--- config.mk ---
export PLATFORM = sky130hd
export DESIGN_NAME = acc_core
export DESIGN_NICKNAME = d
export VERILOG_FILES = /design/src/acc_pkg.sv /design/src/acc_core.sv
export SDC_FILE = /design/constraint.sdc
export NUM_CORES = 1
export LEC_CHECK = 0
export BUFFER_PORTS_ARGS = -buffer_cell sky130_fd_sc_hd__buf_2
export CAP_MARGIN = 20
export CELL_PAD_IN_SITES_DETAIL_PLACEMENT = 1
export CELL_PAD_IN_SITES_GLOBAL_PLACEMENT = 1
export CORE_MARGIN = 8
export CORE_UTILIZATION = 41
export DETAILED_ROUTE_END_ITERATION = 12
export GPL_TIMING_DRIVEN = 1
export PLACE_DENSITY = 0.75
export SETUP_SLACK_MARGIN = 0.3
export SYNTH_ARGS = -nofsm -noshare
export SYNTH_HDL_FRONTEND = slang
export SYNTH_SLANG_ARGS = --single-unit
--- constraint.sdc ---
create_clock -name clk_sys_i -period 3.2 [get_ports clk_sys_i]
set_clock_uncertainty 0.2 [all_clocks]
set_input_delay 0.32 -clock clk_sys_i [delete_from_list [all_inputs] [get_ports clk_sys_i]]
set_output_delay 0.32 -clock clk_sys_i [all_outputs]
set_load 0.005 [all_outputs]
--- src/acc_pkg.sv ---
// Package with register map, field positions and decode types of the converter control.
package acc_pkg;

  // ****************************************************************
  // Register map and field positions.
  // ****************************************************************
  localparam logic [7:0] ACC_SELECTOR_OFFSET = 8'h07; // Input selector register.
  localparam logic [7:0] ACC_CONTROL_A_OFFSET = 8'h06; // Converter control A.
  localparam logic [7:0] ACC_CONTROL_B_OFFSET = 8'h03; // Converter control B (trigger source).
  localparam logic [7:0] ACC_RESULT_LO_OFFSET = 8'h04; // Result low byte.
  localparam logic [7:0] ACC_RESULT_HI_OFFSET = 8'h05; // Result high byte.
  localparam logic [7:0] ACC_CONTROL_A_RESET = 8'h00; // Control A reset value.
  localparam logic [5:0] ACC_SELECTOR_RESET = 6'h00; // Selector reset value.
  localparam int ACC_ENABLE_BIT = 7; // Converter enable.
  localparam int ACC_START_BIT = 6; // Conversion start.
  localparam int ACC_AUTO_BIT = 5; // Auto trigger enable.
  localparam int ACC_DONE_BIT = 4; // Conversion done flag.
  localparam int ACC_IRQ_EN_BIT = 3; // Done interrupt enable.
  localparam int ACC_GAIN_BIT = 0; // Gain select bit of the selector.
  localparam int ACC_SWAP_BIT = 5; // Polarity swap bit of the selector.

  // ****************************************************************
  // Timing constants in converter clock cycles, and the free-running trigger source code.
  // ****************************************************************
  localparam logic [4:0] ACC_FIRST_CYCLES = 5'd25; // First conversion with initialisation.
  localparam logic [4:0] ACC_NORMAL_CYCLES = 5'd13; // Normal conversion.
  localparam logic [2:0] ACC_FREE_RUN_SRC = 3'h0; // Trigger source code for free running.

  // ****************************************************************
  // Selector code landmarks.
  // ****************************************************************
  localparam logic [5:0] ACC_GROUND_CODE = 6'h20; // Analog ground.
  localparam logic [5:0] ACC_BANDGAP_CODE = 6'h21; // Internal 1.1 V reference.
  localparam logic [5:0] ACC_TEMP_CODE = 6'h22; // Temperature sensor channel.
  localparam logic [5:0] ACC_CAL0_CODE = 6'h23; // Input 0 offset calibration.
  localparam logic [5:0] ACC_CAL3_CODE = 6'h24; // Input 3 offset calibration (even).
  localparam logic [5:0] ACC_CAL7_CODE = 6'h26; // Input 7 offset calibration (even).
  localparam logic [5:0] ACC_DIFF_LO = 6'h08; // First normal differential code.
  localparam logic [5:0] ACC_DIFF_HI = 6'h1f; // Last normal differential code.
  localparam logic [5:0] ACC_REV_LO = 6'h28; // First reversed differential code.

  // Kind of input connection the selector makes.
  typedef enum logic [2:0] {
    ACC_SRC_SINGLE, ACC_SRC_GROUND, ACC_SRC_BANDGAP, ACC_SRC_TEMP, ACC_SRC_DIFF
  } acc_src_type;

  // Decoded analog front-end routing.
  typedef struct packed {
    acc_src_type kind;    // Connection kind.
    logic [2:0]  pos_pin; // Positive input pin.
    logic [2:0]  neg_pin; // Negative input pin (differential only).
    logic        gain20;  // Twenty-fold gain selected.
    logic        temp_en; // Temperature sensor enabled.
  } acc_route_type;

endpackage
--- src/acc_core.sv ---
// Converter control: selector decode, control register A, divider and sequencer.
`timescale 1ns/1ns

// Operation
// - Selector change applies when conversion completes
// - Codes 0-7 single inputs, ground, reference
// - Code 100010 selects temperature sensor
// - Normal and reversed differential code ranges
// - Lowest selector bit picks gain 1x/20x on differential and calibration codes
// - Top selector bit swaps differential polarity
// - Differential codes decode to documented pin pairs
// - Calibration codes tie one pin both sides
// - Enable powers converter; clearing aborts conversion
// - Start bit begins single or first conversion
// - First conversion 25 cycles, later 13
// - Start reads one while converting; zero ignored
// - Auto trigger starts on selected rising edge
// - Done flag sets when result updated
// - Interrupt while flag, enable, global enable
// - Flag clears on vector or write one
// - Divider select gives 2..128 converter clock
// - Trigger source zero free running, else events
module acc_core (
  input  wire logic                 clk_sys_i,     // System clock, 250 MHz.
  input  wire logic                 rst_i,         // Synchronous reset, active high.
  input  wire logic [7:0]           addr_i,        // Register address.
  input  wire logic [7:0]           wdata_i,       // Write data.
  input  wire logic                 wr_i,          // Write strobe.
  input  wire logic                 rd_i,          // Read strobe.
  output logic      [7:0]           rdata_o,       // Read data, cycle after rd_i.
  input  wire logic                 global_irq_en_i, // Processor global interrupt enable.
  input  wire logic                 irq_ack_i,     // Interrupt vector taken pulse.
  input  wire logic [6:0]           trig_events_i, // Trigger event flags for sources 1..7.
  input  wire logic [9:0]           sample_i,      // Analog core result at end of conversion.
  output logic                      irq_o,         // Conversion done interrupt request.
  output logic                      powered_o,     // Analog core powered.
  output logic                      sampling_o,    // Conversion in progress.
  output logic                      conv_tick_o,   // Converter clock enable pulse.
  output acc_pkg::acc_route_type    route_o        // Front-end routing in force.
);
  import acc_pkg::*;

  // ****************************************************************
  // Registers.
  // ****************************************************************
  logic [5:0] sel_q;        // Selector as written by software.
  logic [5:0] sel_act_q;    // Selector in force for the analog path.
  logic [1:0] refsel_q;     // Reference select bits, stored only.
  logic       en_q;         // Converter enable.
  logic       auto_q;       // Auto trigger enable.
  logic       done_q;       // Conversion done flag.
  logic       irq_en_q;     // Done interrupt enable.
  logic [2:0] div_q;        // Clock divider select.
  logic [2:0] trig_src_q;   // Trigger source select.
  logic [9:0] result_q;     // Last result.
  logic [6:0] prescale_q;   // Free running prescaler.
  logic [4:0] cyc_q;        // Converter cycles left.
  logic       fresh_q;      // Next conversion is the first after enabling.
  logic       busy_q;       // Conversion in progress.
  logic [6:0] ev_s1_q;      // Trigger synchroniser first stage.
  logic [6:0] ev_s2_q;      // Trigger synchroniser second stage.
  logic       trig_lvl_q;   // Previous selected trigger level.
  logic       tick;         // Converter clock enable.
  logic       trig_lvl;     // Selected trigger level.
  logic       start_req;    // Conversion start request.
  logic       finish;       // Conversion ends this cycle.
  logic       wr_a;         // Write to control A.
  logic       done_set;     // Completion event.

  assign wr_a = wr_i && (addr_i == ACC_CONTROL_A_OFFSET);
  assign finish = busy_q && tick && (cyc_q == 5'd1);
  assign done_set = finish;

  // ****************************************************************
  // Prescaler: codes 0 and 1 divide by two, each further code doubles.
  // ****************************************************************
  always_ff @(posedge clk_sys_i) begin
    if (rst_i || !en_q) begin
      prescale_q <= 7'h00; // Stopped while disabled saves power.
    end else begin
      prescale_q <= prescale_q + 7'h01;
    end
  end

  // A tick fires when the low k bits of the prescaler are all ones.
  always_comb begin
    logic [6:0] mask;
    mask = 7'h01;
    if (div_q > 3'h1) begin
      mask = 7'((8'h01 << div_q) - 8'h01);
    end
    tick = en_q && ((prescale_q & mask) == mask);
  end
  assign conv_tick_o = tick;

  // ****************************************************************
  // Trigger synchroniser and edge detect; events come from pins.
  // ****************************************************************
  always_ff @(posedge clk_sys_i) begin
    if (rst_i) begin
      ev_s1_q <= 7'h00;
      ev_s2_q <= 7'h00;
    end else begin
      ev_s1_q <= trig_events_i;
      ev_s2_q <= ev_s1_q;
    end
  end

  // Source zero has no edge; a done flag never triggers it on selection.
  assign trig_lvl = (trig_src_q == ACC_FREE_RUN_SRC) ? 1'b0 :
                    ev_s2_q[3'(trig_src_q - 3'h1)];

  always_ff @(posedge clk_sys_i) begin
    if (rst_i) begin
      trig_lvl_q <= 1'b0;
    end else begin
      trig_lvl_q <= trig_lvl;
    end
  end

  // Start: written start bit, a rising trigger edge, or free-running restart.
  assign start_req = (wr_a && wdata_i[ACC_START_BIT] && wdata_i[ACC_ENABLE_BIT])
                   || (en_q && auto_q && trig_lvl && !trig_lvl_q)
                   || (finish && auto_q && trig_src_q == ACC_FREE_RUN_SRC);

  // ****************************************************************
  // Sequencer.
  // ****************************************************************
  always_ff @(posedge clk_sys_i) begin
    if (rst_i) begin
      busy_q <= 1'b0;
      cyc_q <= 5'h00;
      fresh_q <= 1'b1;
    end else if (wr_a && !wdata_i[ACC_ENABLE_BIT]) begin
      busy_q <= 1'b0;
      cyc_q <= 5'h00;
      fresh_q <= 1'b1;
    end else if (start_req && (!busy_q || finish)) begin
      busy_q <= 1'b1;
      cyc_q <= fresh_q ? ACC_FIRST_CYCLES : ACC_NORMAL_CYCLES;
      fresh_q <= 1'b0;
    end else if (finish) begin
      busy_q <= 1'b0;
      cyc_q <= 5'h00;
    end else if (busy_q && tick) begin
      cyc_q <= cyc_q - 5'h01;
    end
  end

  // ****************************************************************
  // Control register A and flag; set wins over any clear.
  // ****************************************************************
  always_ff @(posedge clk_sys_i) begin
    if (rst_i) begin
      en_q <= ACC_CONTROL_A_RESET[ACC_ENABLE_BIT];
      auto_q <= ACC_CONTROL_A_RESET[ACC_AUTO_BIT];
      irq_en_q <= ACC_CONTROL_A_RESET[ACC_IRQ_EN_BIT];
      div_q <= ACC_CONTROL_A_RESET[2:0];
      done_q <= ACC_CONTROL_A_RESET[ACC_DONE_BIT];
    end else begin
      if (wr_a) begin
        en_q <= wdata_i[ACC_ENABLE_BIT];
        auto_q <= wdata_i[ACC_AUTO_BIT];
        irq_en_q <= wdata_i[ACC_IRQ_EN_BIT];
        div_q <= wdata_i[2:0];
      end
      if (done_set) begin
        done_q <= 1'b1;
      end else if (irq_ack_i || (wr_a && wdata_i[ACC_DONE_BIT])) begin
        done_q <= 1'b0;
      end
    end
  end

  // ****************************************************************
  // Selector, control B and result; selector applies between conversions.
  // ****************************************************************
  always_ff @(posedge clk_sys_i) begin
    if (rst_i) begin
      sel_q <= ACC_SELECTOR_RESET;
      sel_act_q <= ACC_SELECTOR_RESET;
      refsel_q <= 2'h0;
      trig_src_q <= 3'h0;
      result_q <= 10'h000;
    end else begin
      if (wr_i && addr_i == ACC_SELECTOR_OFFSET) begin
        sel_q <= wdata_i[5:0];
        refsel_q <= wdata_i[7:6];
      end
      if (wr_i && addr_i == ACC_CONTROL_B_OFFSET) begin
        trig_src_q <= wdata_i[2:0];
      end
      // Held while busy so a mid-conversion write waits for completion.
      if (!busy_q || finish) begin
        sel_act_q <= (wr_i && addr_i == ACC_SELECTOR_OFFSET) ? wdata_i[5:0] : sel_q;
      end
      if (finish) begin
        result_q <= sample_i;
      end
    end
  end

  // ****************************************************************
  // Selector decode into analog routing.
  // ****************************************************************
  always_comb begin
    logic [4:0] pair;
    logic [2:0] p;
    logic [2:0] n;
    pair = 5'(sel_act_q[4:1] - 4'h4);
    p = 3'h0;
    n = 3'h0;
    route_o = '0;
    route_o.gain20 = sel_act_q[ACC_GAIN_BIT];
    if (sel_act_q[5:3] == 3'h0) begin
      route_o.kind = ACC_SRC_SINGLE;
      route_o.pos_pin = sel_act_q[2:0];
      route_o.gain20 = 1'b0;
    end else if (sel_act_q == ACC_GROUND_CODE) begin
      route_o.kind = ACC_SRC_GROUND;
      route_o.gain20 = 1'b0;
    end else if (sel_act_q == ACC_BANDGAP_CODE) begin
      route_o.kind = ACC_SRC_BANDGAP;
      route_o.gain20 = 1'b0;
    end else if (sel_act_q == ACC_TEMP_CODE) begin
      route_o.kind = ACC_SRC_TEMP;
      route_o.pos_pin = 3'h0;
      route_o.temp_en = 1'b1;
      route_o.gain20 = 1'b0;
    end else if (sel_act_q[5:1] == ACC_CAL3_CODE[5:1] || sel_act_q[5:1] == ACC_CAL7_CODE[5:1]
                 || sel_act_q == ACC_CAL0_CODE) begin
      route_o.kind = ACC_SRC_DIFF;
      p = (sel_act_q == ACC_CAL0_CODE) ? 3'h0 : (sel_act_q[2] && sel_act_q[1]) ? 3'h7 : 3'h3;
      route_o.pos_pin = p;
      route_o.neg_pin = p;
    end else begin
      // Twelve pairs in order, index = code[4:1] - 4 (codes 001000 to 011111).
      pair = 5'(sel_act_q[4:1]) - 5'h04;
      case (pair[3:0])
        4'h0: begin p = 3'h0; n = 3'h1; end
        4'h1: begin p = 3'h0; n = 3'h3; end
        4'h2: begin p = 3'h1; n = 3'h2; end
        4'h3: begin p = 3'h1; n = 3'h3; end
        4'h4: begin p = 3'h2; n = 3'h3; end
        4'h5: begin p = 3'h3; n = 3'h4; end
        4'h6: begin p = 3'h3; n = 3'h5; end
        4'h7: begin p = 3'h3; n = 3'h6; end
        4'h8: begin p = 3'h3; n = 3'h7; end
        4'h9: begin p = 3'h4; n = 3'h5; end
        4'ha: begin p = 3'h5; n = 3'h6; end
        4'hb: begin p = 3'h6; n = 3'h7; end
        default: begin p = 3'h0; n = 3'h0; end
      endcase
      route_o.kind = ACC_SRC_DIFF;
      route_o.pos_pin = sel_act_q[ACC_SWAP_BIT] ? n : p;
      route_o.neg_pin = sel_act_q[ACC_SWAP_BIT] ? p : n;
    end
  end

  // ****************************************************************
  // Outputs and read port.
  // ****************************************************************
  assign irq_o = done_q && irq_en_q && global_irq_en_i;
  assign powered_o = en_q;
  assign sampling_o = busy_q;

  // Unmapped addresses read as zero.
  always_ff @(posedge clk_sys_i) begin
    if (rst_i) begin
      rdata_o <= 8'h00;
    end else if (rd_i) begin
      case (addr_i)
        ACC_SELECTOR_OFFSET: rdata_o <= {refsel_q, sel_q};
        ACC_CONTROL_A_OFFSET: rdata_o <= {en_q, busy_q, auto_q, done_q, irq_en_q, div_q};
        ACC_CONTROL_B_OFFSET: rdata_o <= {5'h00, trig_src_q};
        ACC_RESULT_LO_OFFSET: rdata_o <= result_q[7:0];
        ACC_RESULT_HI_OFFSET: rdata_o <= {6'h00, result_q[9:8]};
        default: rdata_o <= 8'h00;
      endcase
    end else begin
      rdata_o <= 8'h00;
    end
  end

  // ****************************************************************
  // Checks.
  // ****************************************************************
  done_sets_a: assert property (@(posedge clk_sys_i) disable iff (rst_i)
    finish |=> done_q) else $error("done flag not set on completion");
  abort_a: assert property (@(posedge clk_sys_i) disable iff (rst_i)
    (wr_a && !wdata_i[ACC_ENABLE_BIT]) |=> !busy_q) else $error("disable did not abort");
  first_len_a: assert property (@(posedge clk_sys_i) disable iff (rst_i)
    (start_req && fresh_q && !busy_q && !(wr_a && !wdata_i[ACC_ENABLE_BIT]))
    |=> cyc_q == ACC_FIRST_CYCLES) else $error("first conversion not 25 cycles");
  // A completion with the enable held must raise the request whenever the global enable is on.
  irq_gate_a: assert property (@(posedge clk_sys_i) disable iff (rst_i)
    (done_set && irq_en_q && !wr_a) |=> (irq_o == global_irq_en_i))
    else $error("interrupt not raised on completion");
  sel_hold_a: assert property (@(posedge clk_sys_i) disable iff (rst_i)
    (busy_q && !finish) |=> $stable(sel_act_q)) else $error("selector changed mid conversion");
  flag_clear_a: assert property (@(posedge clk_sys_i) disable iff (rst_i)
    (irq_ack_i && !done_set) |=> !done_q) else $error("flag not cleared by ack");
  // A disable written in the completing cycle wins over the restart, so it is left out.
  free_run_a: assert property (@(posedge clk_sys_i) disable iff (rst_i)
    (finish && auto_q && trig_src_q == ACC_FREE_RUN_SRC && !(wr_a && !wdata_i[ACC_ENABLE_BIT]))
    |=> busy_q) else $error("free running did not restart");
  temp_sel_a: assert property (@(posedge clk_sys_i) disable iff (rst_i)
    (sel_act_q == ACC_TEMP_CODE) |-> route_o.temp_en) else $error("temp sensor off");
  conv_done_c: cover property (@(posedge clk_sys_i) disable iff (rst_i) finish);
  free_run_c: cover property (@(posedge clk_sys_i) disable iff (rst_i)
    finish && auto_q && trig_src_q == ACC_FREE_RUN_SRC);
  abort_c: cover property (@(posedge clk_sys_i) disable iff (rst_i)
    busy_q && wr_a && !wdata_i[ACC_ENABLE_BIT]);

endmodule

==> run_results.csv, run 1 <==
group,metric,value,unit
run_status,outcome,"complete, no violations",
clocking,cts_root_buffer,"clkbuf_8",
grt,grt_pass1_wl,16.1,mm
yosys,synthTopCellsByCount,"71 x dfxtp_1, 53 x nor2_1, 48 x nand2_1",
yosys,ys_async_sr_fraction,0,%
min_path,min_to,"result_q[8]",
timing,finalSetupTns,0,ns
yosys,synth-seq-cells,71,
timing,timing.final.crit_share,89.2,%
drt,wl_per_cell,16.5,microns
die,dieArea,0.0117,sq mm
worst_setup_path,cp_max_fo,6,
die,die_y,108,microns
clocking,h-tree-depth,3,
placement,gp_congestion,0.874,
yosys,synth_top_family_by_area,"simple AND/OR/NAND/NOR gates",
worst_setup_path,timing.critical_path.mode_cell,"or3_4",
timing,tightestPinTransition,0.636,ns
grt,antenna_found_initial,0,
yosys,yosys_warnings,0,
worst_setup_path,crit_path_start_kind,"flip-flop",
yosys,syn_area,0.00349,sq mm
grt,grt_max_degree,49,
layout,drive_gt1_share,27.4,%
yosys,synth_edf_count,0,
worst_setup_path,critPathCaptureType,"flip-flop",
yosys,synth_area_leaders,"dfxtp_1 41%, mux2i_1 7.5%, nor2_1 5.7%",
power,irDropWorstVdd,0.198,mV
worst_setup_path,slowest_stage,"or4_4",
yosys,netlist.top_cell.by_area,"dfxtp_1",
worst_setup_path,required,3.26,ns
layout,area_growth,24.7,%
drt,dr.pass1.iters,4,
power,p_leak,0.00175,uW
die,rows,33,
timing,finalMaxSlewViolations,0,
drt,wl,9.92,mm
timing,setup_viol,0,
worst_setup_path,slowest_delay,0.61,ns
drt,ant_nets,0,
yosys,netlist.area_leader.share,40.7,%
placement,io_buffers,61,
timing,final_hold_viol_count,0,
worst_setup_path,crit_chain,"or3_4 -> ha_4 -> o311ai_4 -> or4_4 -> or3_4 -> a21o_1 -> a211oi_2",
yosys,syn_inst,414,
yosys,synthXorXnorAreaFrac,1.26,%
clocking,cts.sinks,71,
timing,slew-limit-headroom,57.4,%
drt,first_iter_violations,116,
clocking,cts_buffers,9,
die,coreArea,0.00822,sq mm
clocking,cts_tree,"done",
yosys,synth_fa_ha_area_share,4.30,%
min_path,min_from,"sample_i[8]",
yosys,yosys.cell_types.count,46,
layout,n_fill_cell,976,
min_path,hold_depth,3,
worst_setup_path,worstReg2RegStart,"div_q[0]",
timing,rsz0062_at_grt,"true",
drt,vias,3203,
min_path,hp-class,"primary input to flip-flop",
yosys,synthesis.nets,465,
drt,drc,0,
yosys,synth.avg_cell_area,8.43,sq um
grt,track_usage,16.9,%
run,cap_violations,0,
worst_setup_path,criticalPathCategory,"flip-flop to flip-flop",
clocking,clock_path_buffers,2,
yosys,synth_compound_area_share,14.6,%
yosys,synth-simple-area-share,23.9,%
drt,avgViaCountPerCell,5.33,
layout,final_core_util,53.0,%
clocking,clk_pin_slew,0.08,ns
worst_setup_path,crit_family,"simple AND/OR/NAND/NOR gates",
layout,finalNetCount,542,
worst_setup_path,r2r-end,"cyc_q[4]",
worst_setup_path,reg2reg_slack,0.35,ns
placement,dp_hpwl,7.29,mm
worst_setup_path,path_buf_inv,0,
grt,grt_pass1_vias,3321,
yosys,synth.most_common_cell,"dfxtp_1",
grt,gr-total-overflow,0,
timing,post-route-min-period,2.85,ns
die,ios,62,
clocking,clock_latency,0.34,ns
die,initial_core_util,42.5,%
power,pwr_density_cell,377,mW/mm^2
worst_setup_path,reg2reg_depth,7,
timing,max_freq,350,MHz
worst_setup_path,cp_data_arrival_time,2.92,ns
yosys,ys_seq_area_share,40.7,%
die,die_x,108,microns
yosys,synthFlopType,"dfxtp_1",
layout,antenna_cells,0,
yosys,synthMuxAreaShare,11.0,%
==> how the worst max path moves through the flow <==
stage	startpoint	cells past startpoint	slack, ns	end
3_3_place_gp	trig_src_q[0]	8	0.21	cyc_q[0]
2_1_floorplan	trig_src_q[0]	8	0.30	cyc_q[0]
6_report	div_q[0]	7	0.35	cyc_q[4]
3_5_place_dp	div_q[2]	9	0.13	cyc_q[4]
4_1_cts	div_q[0]	8	0.29	cyc_q[4]
5_1_grt	div_q[2]	10	0.29	sel_act_q[1]
==> registers in the layout, summed over array words and instances (netlist names), 5 cells and up <==
name and count:
sel_q 6, rdata_o 8, sel_act_q 6, ev_s1_q 7, cyc_q 5, result_q 10, ev_s2_q 7, prescale_q 7
==> what timing repair did <==
item / CTS / global route
resized for setup: 9 / 23
cloned: 0 / 0
hold endpoints to repair: 7 / 0
pin swaps: 1 / 7
buffers inserted: 1 / 9
endpoints found under the setup margin: 26 / 30
hold buffers: 7 / 0
==> logic make-up after synthesis <==
kind of cell | after synthesis
AOI/OAI and AO/OA | 80
xor gates and xnor gates | 5
adders and majority gates | 12
buffers and inverters | 37
DFF | 71
muxes | 34
and+or+nand+nor | 175
==> power by group <==
group          internal (uW)  leakage, uW  total [uW]  switching, uW
clock                    296    0.0000888         673            377
sequential               889     0.000579         891           2.39
combinational           37.8      0.00108        77.1           39.3
==> area by class of cell <==
class                           instances  area [sq um]  share of cell area, %
Tap cell                              105           131                   3.02
Inverter                               17          67.6                   1.55
Clock buffer                            9           124                   2.85
Clock inverter                          7          61.3                   1.41
Multi-Input combinational cell        306          2020                   46.4
Timing Repair Buffer                   86           510                   11.7
Sequential cell                        71          1440                   33.0
==> worst min-delay path, delay by kind of cell <==
family,cells,cell delay [ns]
AO/OA/AOI/OAI,1,0.05
buffers and inverters,1,0.09
AND/OR/NAND/NOR,1,0.05
==> through the flow <==
| stage | cells | hold WS [ns] | setup slack (ns) | instance area (sq um) | total power [uW] |
|---|---|---|---|---|---|
| after floorplan | 414 | 0.214 | 0.305 | 3500 | 945 |
| after global placement | 568 | 0.217 | 0.210 | 3900 | 981 |
| after detailed placement | 568 | 0.228 | 0.129 | 3900 | 984 |
| after CTS | 592 | 0.00415 | 0.291 | 4200 | 1660 |
| after global routing | 601 | 0.00263 | 0.285 | 4350 | 1710 |
| final | 601 | 0.0150 | 0.345 | 4350 | 1640 |
==> layout by cell type (no fill, tap or decap), types with 4 or more instances in the layout <==
master	instances
o21ai_0	12
mux2i_1	26
or3_1	4
nor3_1	9
dfxtp_2	4
buf_2	61
inv_1	14
buf_4	18
ha_1	10
a211oi_1	4
nand4_1	4
nor2_1	51
clkbuf_8	9
dlygate4sd3_1	7
nand2_1	48
and2_1	5
nor2b_1	14
dfxtp_1	64
nand3_1	9
or2_2	6
and3_1	7
a21oi_1	39
==> routing by layer <==
layer  global-route usage, %  up-vias  wire length, microns
li1                        -     1595                     -
met5                       0        -                     0
met1                    21.0     1519                  4560
met2                    28.1       74                  4730
met3                    3.87       15                   464
met4                    5.75        0                   160
No activity file was read; power rests on OpenSTA's default activity.
==> run 2: changes to the inputs <==
==> constraint.sdc (replaced) <==
create_clock -name clk_sys_i -period 3.2 [get_ports clk_sys_i]
set_clock_uncertainty 0.2 [all_clocks]
set_input_delay 0.96 -clock clk_sys_i [delete_from_list [all_inputs] [get_ports clk_sys_i]]
set_output_delay 0.96 -clock clk_sys_i [all_outputs]
set_load 0.005 [all_outputs]
==> run_results.csv, run 2 (synthesis gave the netlist of run 1 again) <==
group,metric,value,unit
run_status,outcome,"finished with violations",
run_status,violations,"setup timing",
timing,rsz0062_at_grt,"true",
worst_setup_path,worstReg2RegStart,"div_q[1]",
clocking,cts_buffers,9,
layout,area_growth,34.0,%
timing,timing.final.crit_share,105,%
power,switchingPower,413,uW
drt,first_iter_violations,89,
die,initial_core_util,42.5,%
grt,grt_pass1_wl,17.8,mm
timing,finalMaxSlewViolations,0,
power,p_comb_share,4.1,%
power,clock_power_share,45.7,%
drt,highest_layer,"met4",
grt,antenna_found_initial,0,
worst_setup_path,cp_max_fo,7,
drt,ant_nets,0,
timing,slew-limit-headroom,66.9,%
worst_setup_path,crit_path_start_kind,"flip-flop",
worst_setup_path,critPathCaptureType,"primary output",
power,finalPower,1780,uW
layout,finalInstanceArea,0.00468,sq mm
drt,wl,11.1,mm
power,pwr_density_cell,380,mW/mm^2
layout,top_regs,"result_q (10), rdata_o (8)",
grt,track_usage,19.0,%
min_path,min_from,"ev_s1_q[5]",
run,cap_violations,0,
grt,gr-total-overflow,0,
clocking,cts.sinks,71,
placement,dp_hpwl,7.52,mm
placement,gp_congestion,0.841,
worst_setup_path,criticalPathCategory,"flip-flop to primary output",
layout,antenna_cells,0,
die,ios,62,
timing,setup_viol,1,
placement,io_buffers,61,
timing,max_freq,298,MHz
placement,dpl-instance-area,0.00403,sq mm
layout,final_common_cell,"dfxtp_1",
drt,wl_met3,417,microns
drt,wl_per_cell,18.1,microns
layout,mostFrequentLayoutCells,"62 x dfxtp_1, 61 x buf_2, 47 x nor2_1, 47 x nand2_1, 37 x buf_4",
clocking,clock_path_buffers,2,
worst_setup_path,cp_data_arrival_time,2.19,ns
worst_setup_path,crit_chain,"or3_4 -> ha_4 -> nand3_1 -> a21oi_1 -> or4_4 -> nor2_2 -> buf_2",
drt,wl_met2,5.66,mm
drt,vias,3325,
layout,n_fill_cell,977,
worst_setup_path,required,2.04,ns
clocking,clk_pin_slew,0.09,ns
drt,dr.pass1.iters,4,
timing,tightestPinTransition,0.495,ns
power,irDropWorstVdd,0.318,mV
clocking,clock_latency,0.35,ns
drt,drc,0,
clocking,cts_root_buffer,"clkbuf_8",
clocking,holdBufCountCts,0,
die,coreArea,0.00822,sq mm
power,power_frac_seq,50.2,%
timing,setup_ws,-0.151,ns
timing,hold_slack,0.240,ns
die,dieArea,0.0117,sq mm
worst_setup_path,slowest_delay,0.54,ns
layout,regMostFlops,"result_q",
clocking,h-tree-depth,3,
drt,avgViaCountPerCell,5.40,
power,p_int,1360,uW
worst_setup_path,crit_start,"div_q[1]",
grt,grt_pass1_vias,3647,
power,p_leak,0.00187,uW
layout,largest_register_ffs,10,
drt,drt-met1-wl,4.87,mm
layout,finalNetCount,557,
clocking,cts_tree,"done",
die,rows,33,
worst_setup_path,slowest_stage,"or4_4",
layout,drive_gt1_share,36.8,%
timing,final_hold_viol_count,0,
die,die_y,108,microns
placement,dp_slack,0.146,ns
die,die_x,108,microns
grt,grt_max_degree,49,
min_path,hp-class,"flip-flop to flip-flop",
power,p_sw_share,23.3,%
timing,post-route-min-period,3.35,ns
-- run 2: final cells by class --
type	instances	area [sq um]	share of cell area [%]
Multi-Input combinational cell	306	2190	46.8
Sequential cell	71	1440	30.8
Timing Repair Buffer	101	621	13.3
Tap cell	105	131	2.81
Clock buffer	9	124	2.65
Clock inverter	7	97.6	2.09
Inverter	17	72.6	1.55
-- run 2: routing by layer --
| layer | track usage [%] | vias to the layer above |
|---|---|---|
| li1 | - | 1630 |
| met1 | 22.1 | 1604 |
| met2 | 33.4 | 72 |
| met3 | 4.22 | 19 |
| met4 | 7.14 | 0 |
| met5 | 0 | - |
-- run 2: power groups by stage --
stage          clock, uW  combinational, uW  sequential (uW)
6_report             812               72.9              891
5_1_grt              876               80.2              892
4_1_cts              822               71.9              891
3_5_place_dp           0               70.8              914
3_3_place_gp           0               69.1              914
2_1_floorplan          0               31.7              913
-- run 2: timing repair --
action	CTS	global route
pin swaps	10	12
hold endpoints to repair	0	0
setup buffers	9	8
setup endpoints to repair	27	23
resized for setup	43	32
cloned	0	0
-- run 2: through the flow --
stage / TNS (ns) / instances / util [%]
after floorplan: 0 / 414 / -
after global placement: 0 / 583 / 49.1
after detailed placement: 0 / 583 / 49.1
after CTS: -0.145 / 608 / 54.6
after global routing: -0.397 / 616 / 56.9
final: -0.151 / 616 / 56.9
-- run 2: critical path: cells and delay by family (launching register included) --
kind	cells	cell delay, ns
DFF	1	0.34
AOI/OAI and AO/OA	1	0.07
buffers and inverters	1	0.12
and+or+nand+nor	4	1.11
adders and majority gates	1	0.20
-- run 2: final timing paths --
| path | cells past startpoint | end | slack (ns) |
|---|---|---|---|
| max | 7 | conv_tick_o | -0.15 |
| min | 1 | ev_s2_q[5] | 0.24 |
| max reg2reg | 10 | cyc_q[2] | 0.09 |
| min reg2reg | 1 | ev_s2_q[5] | 0.24 |
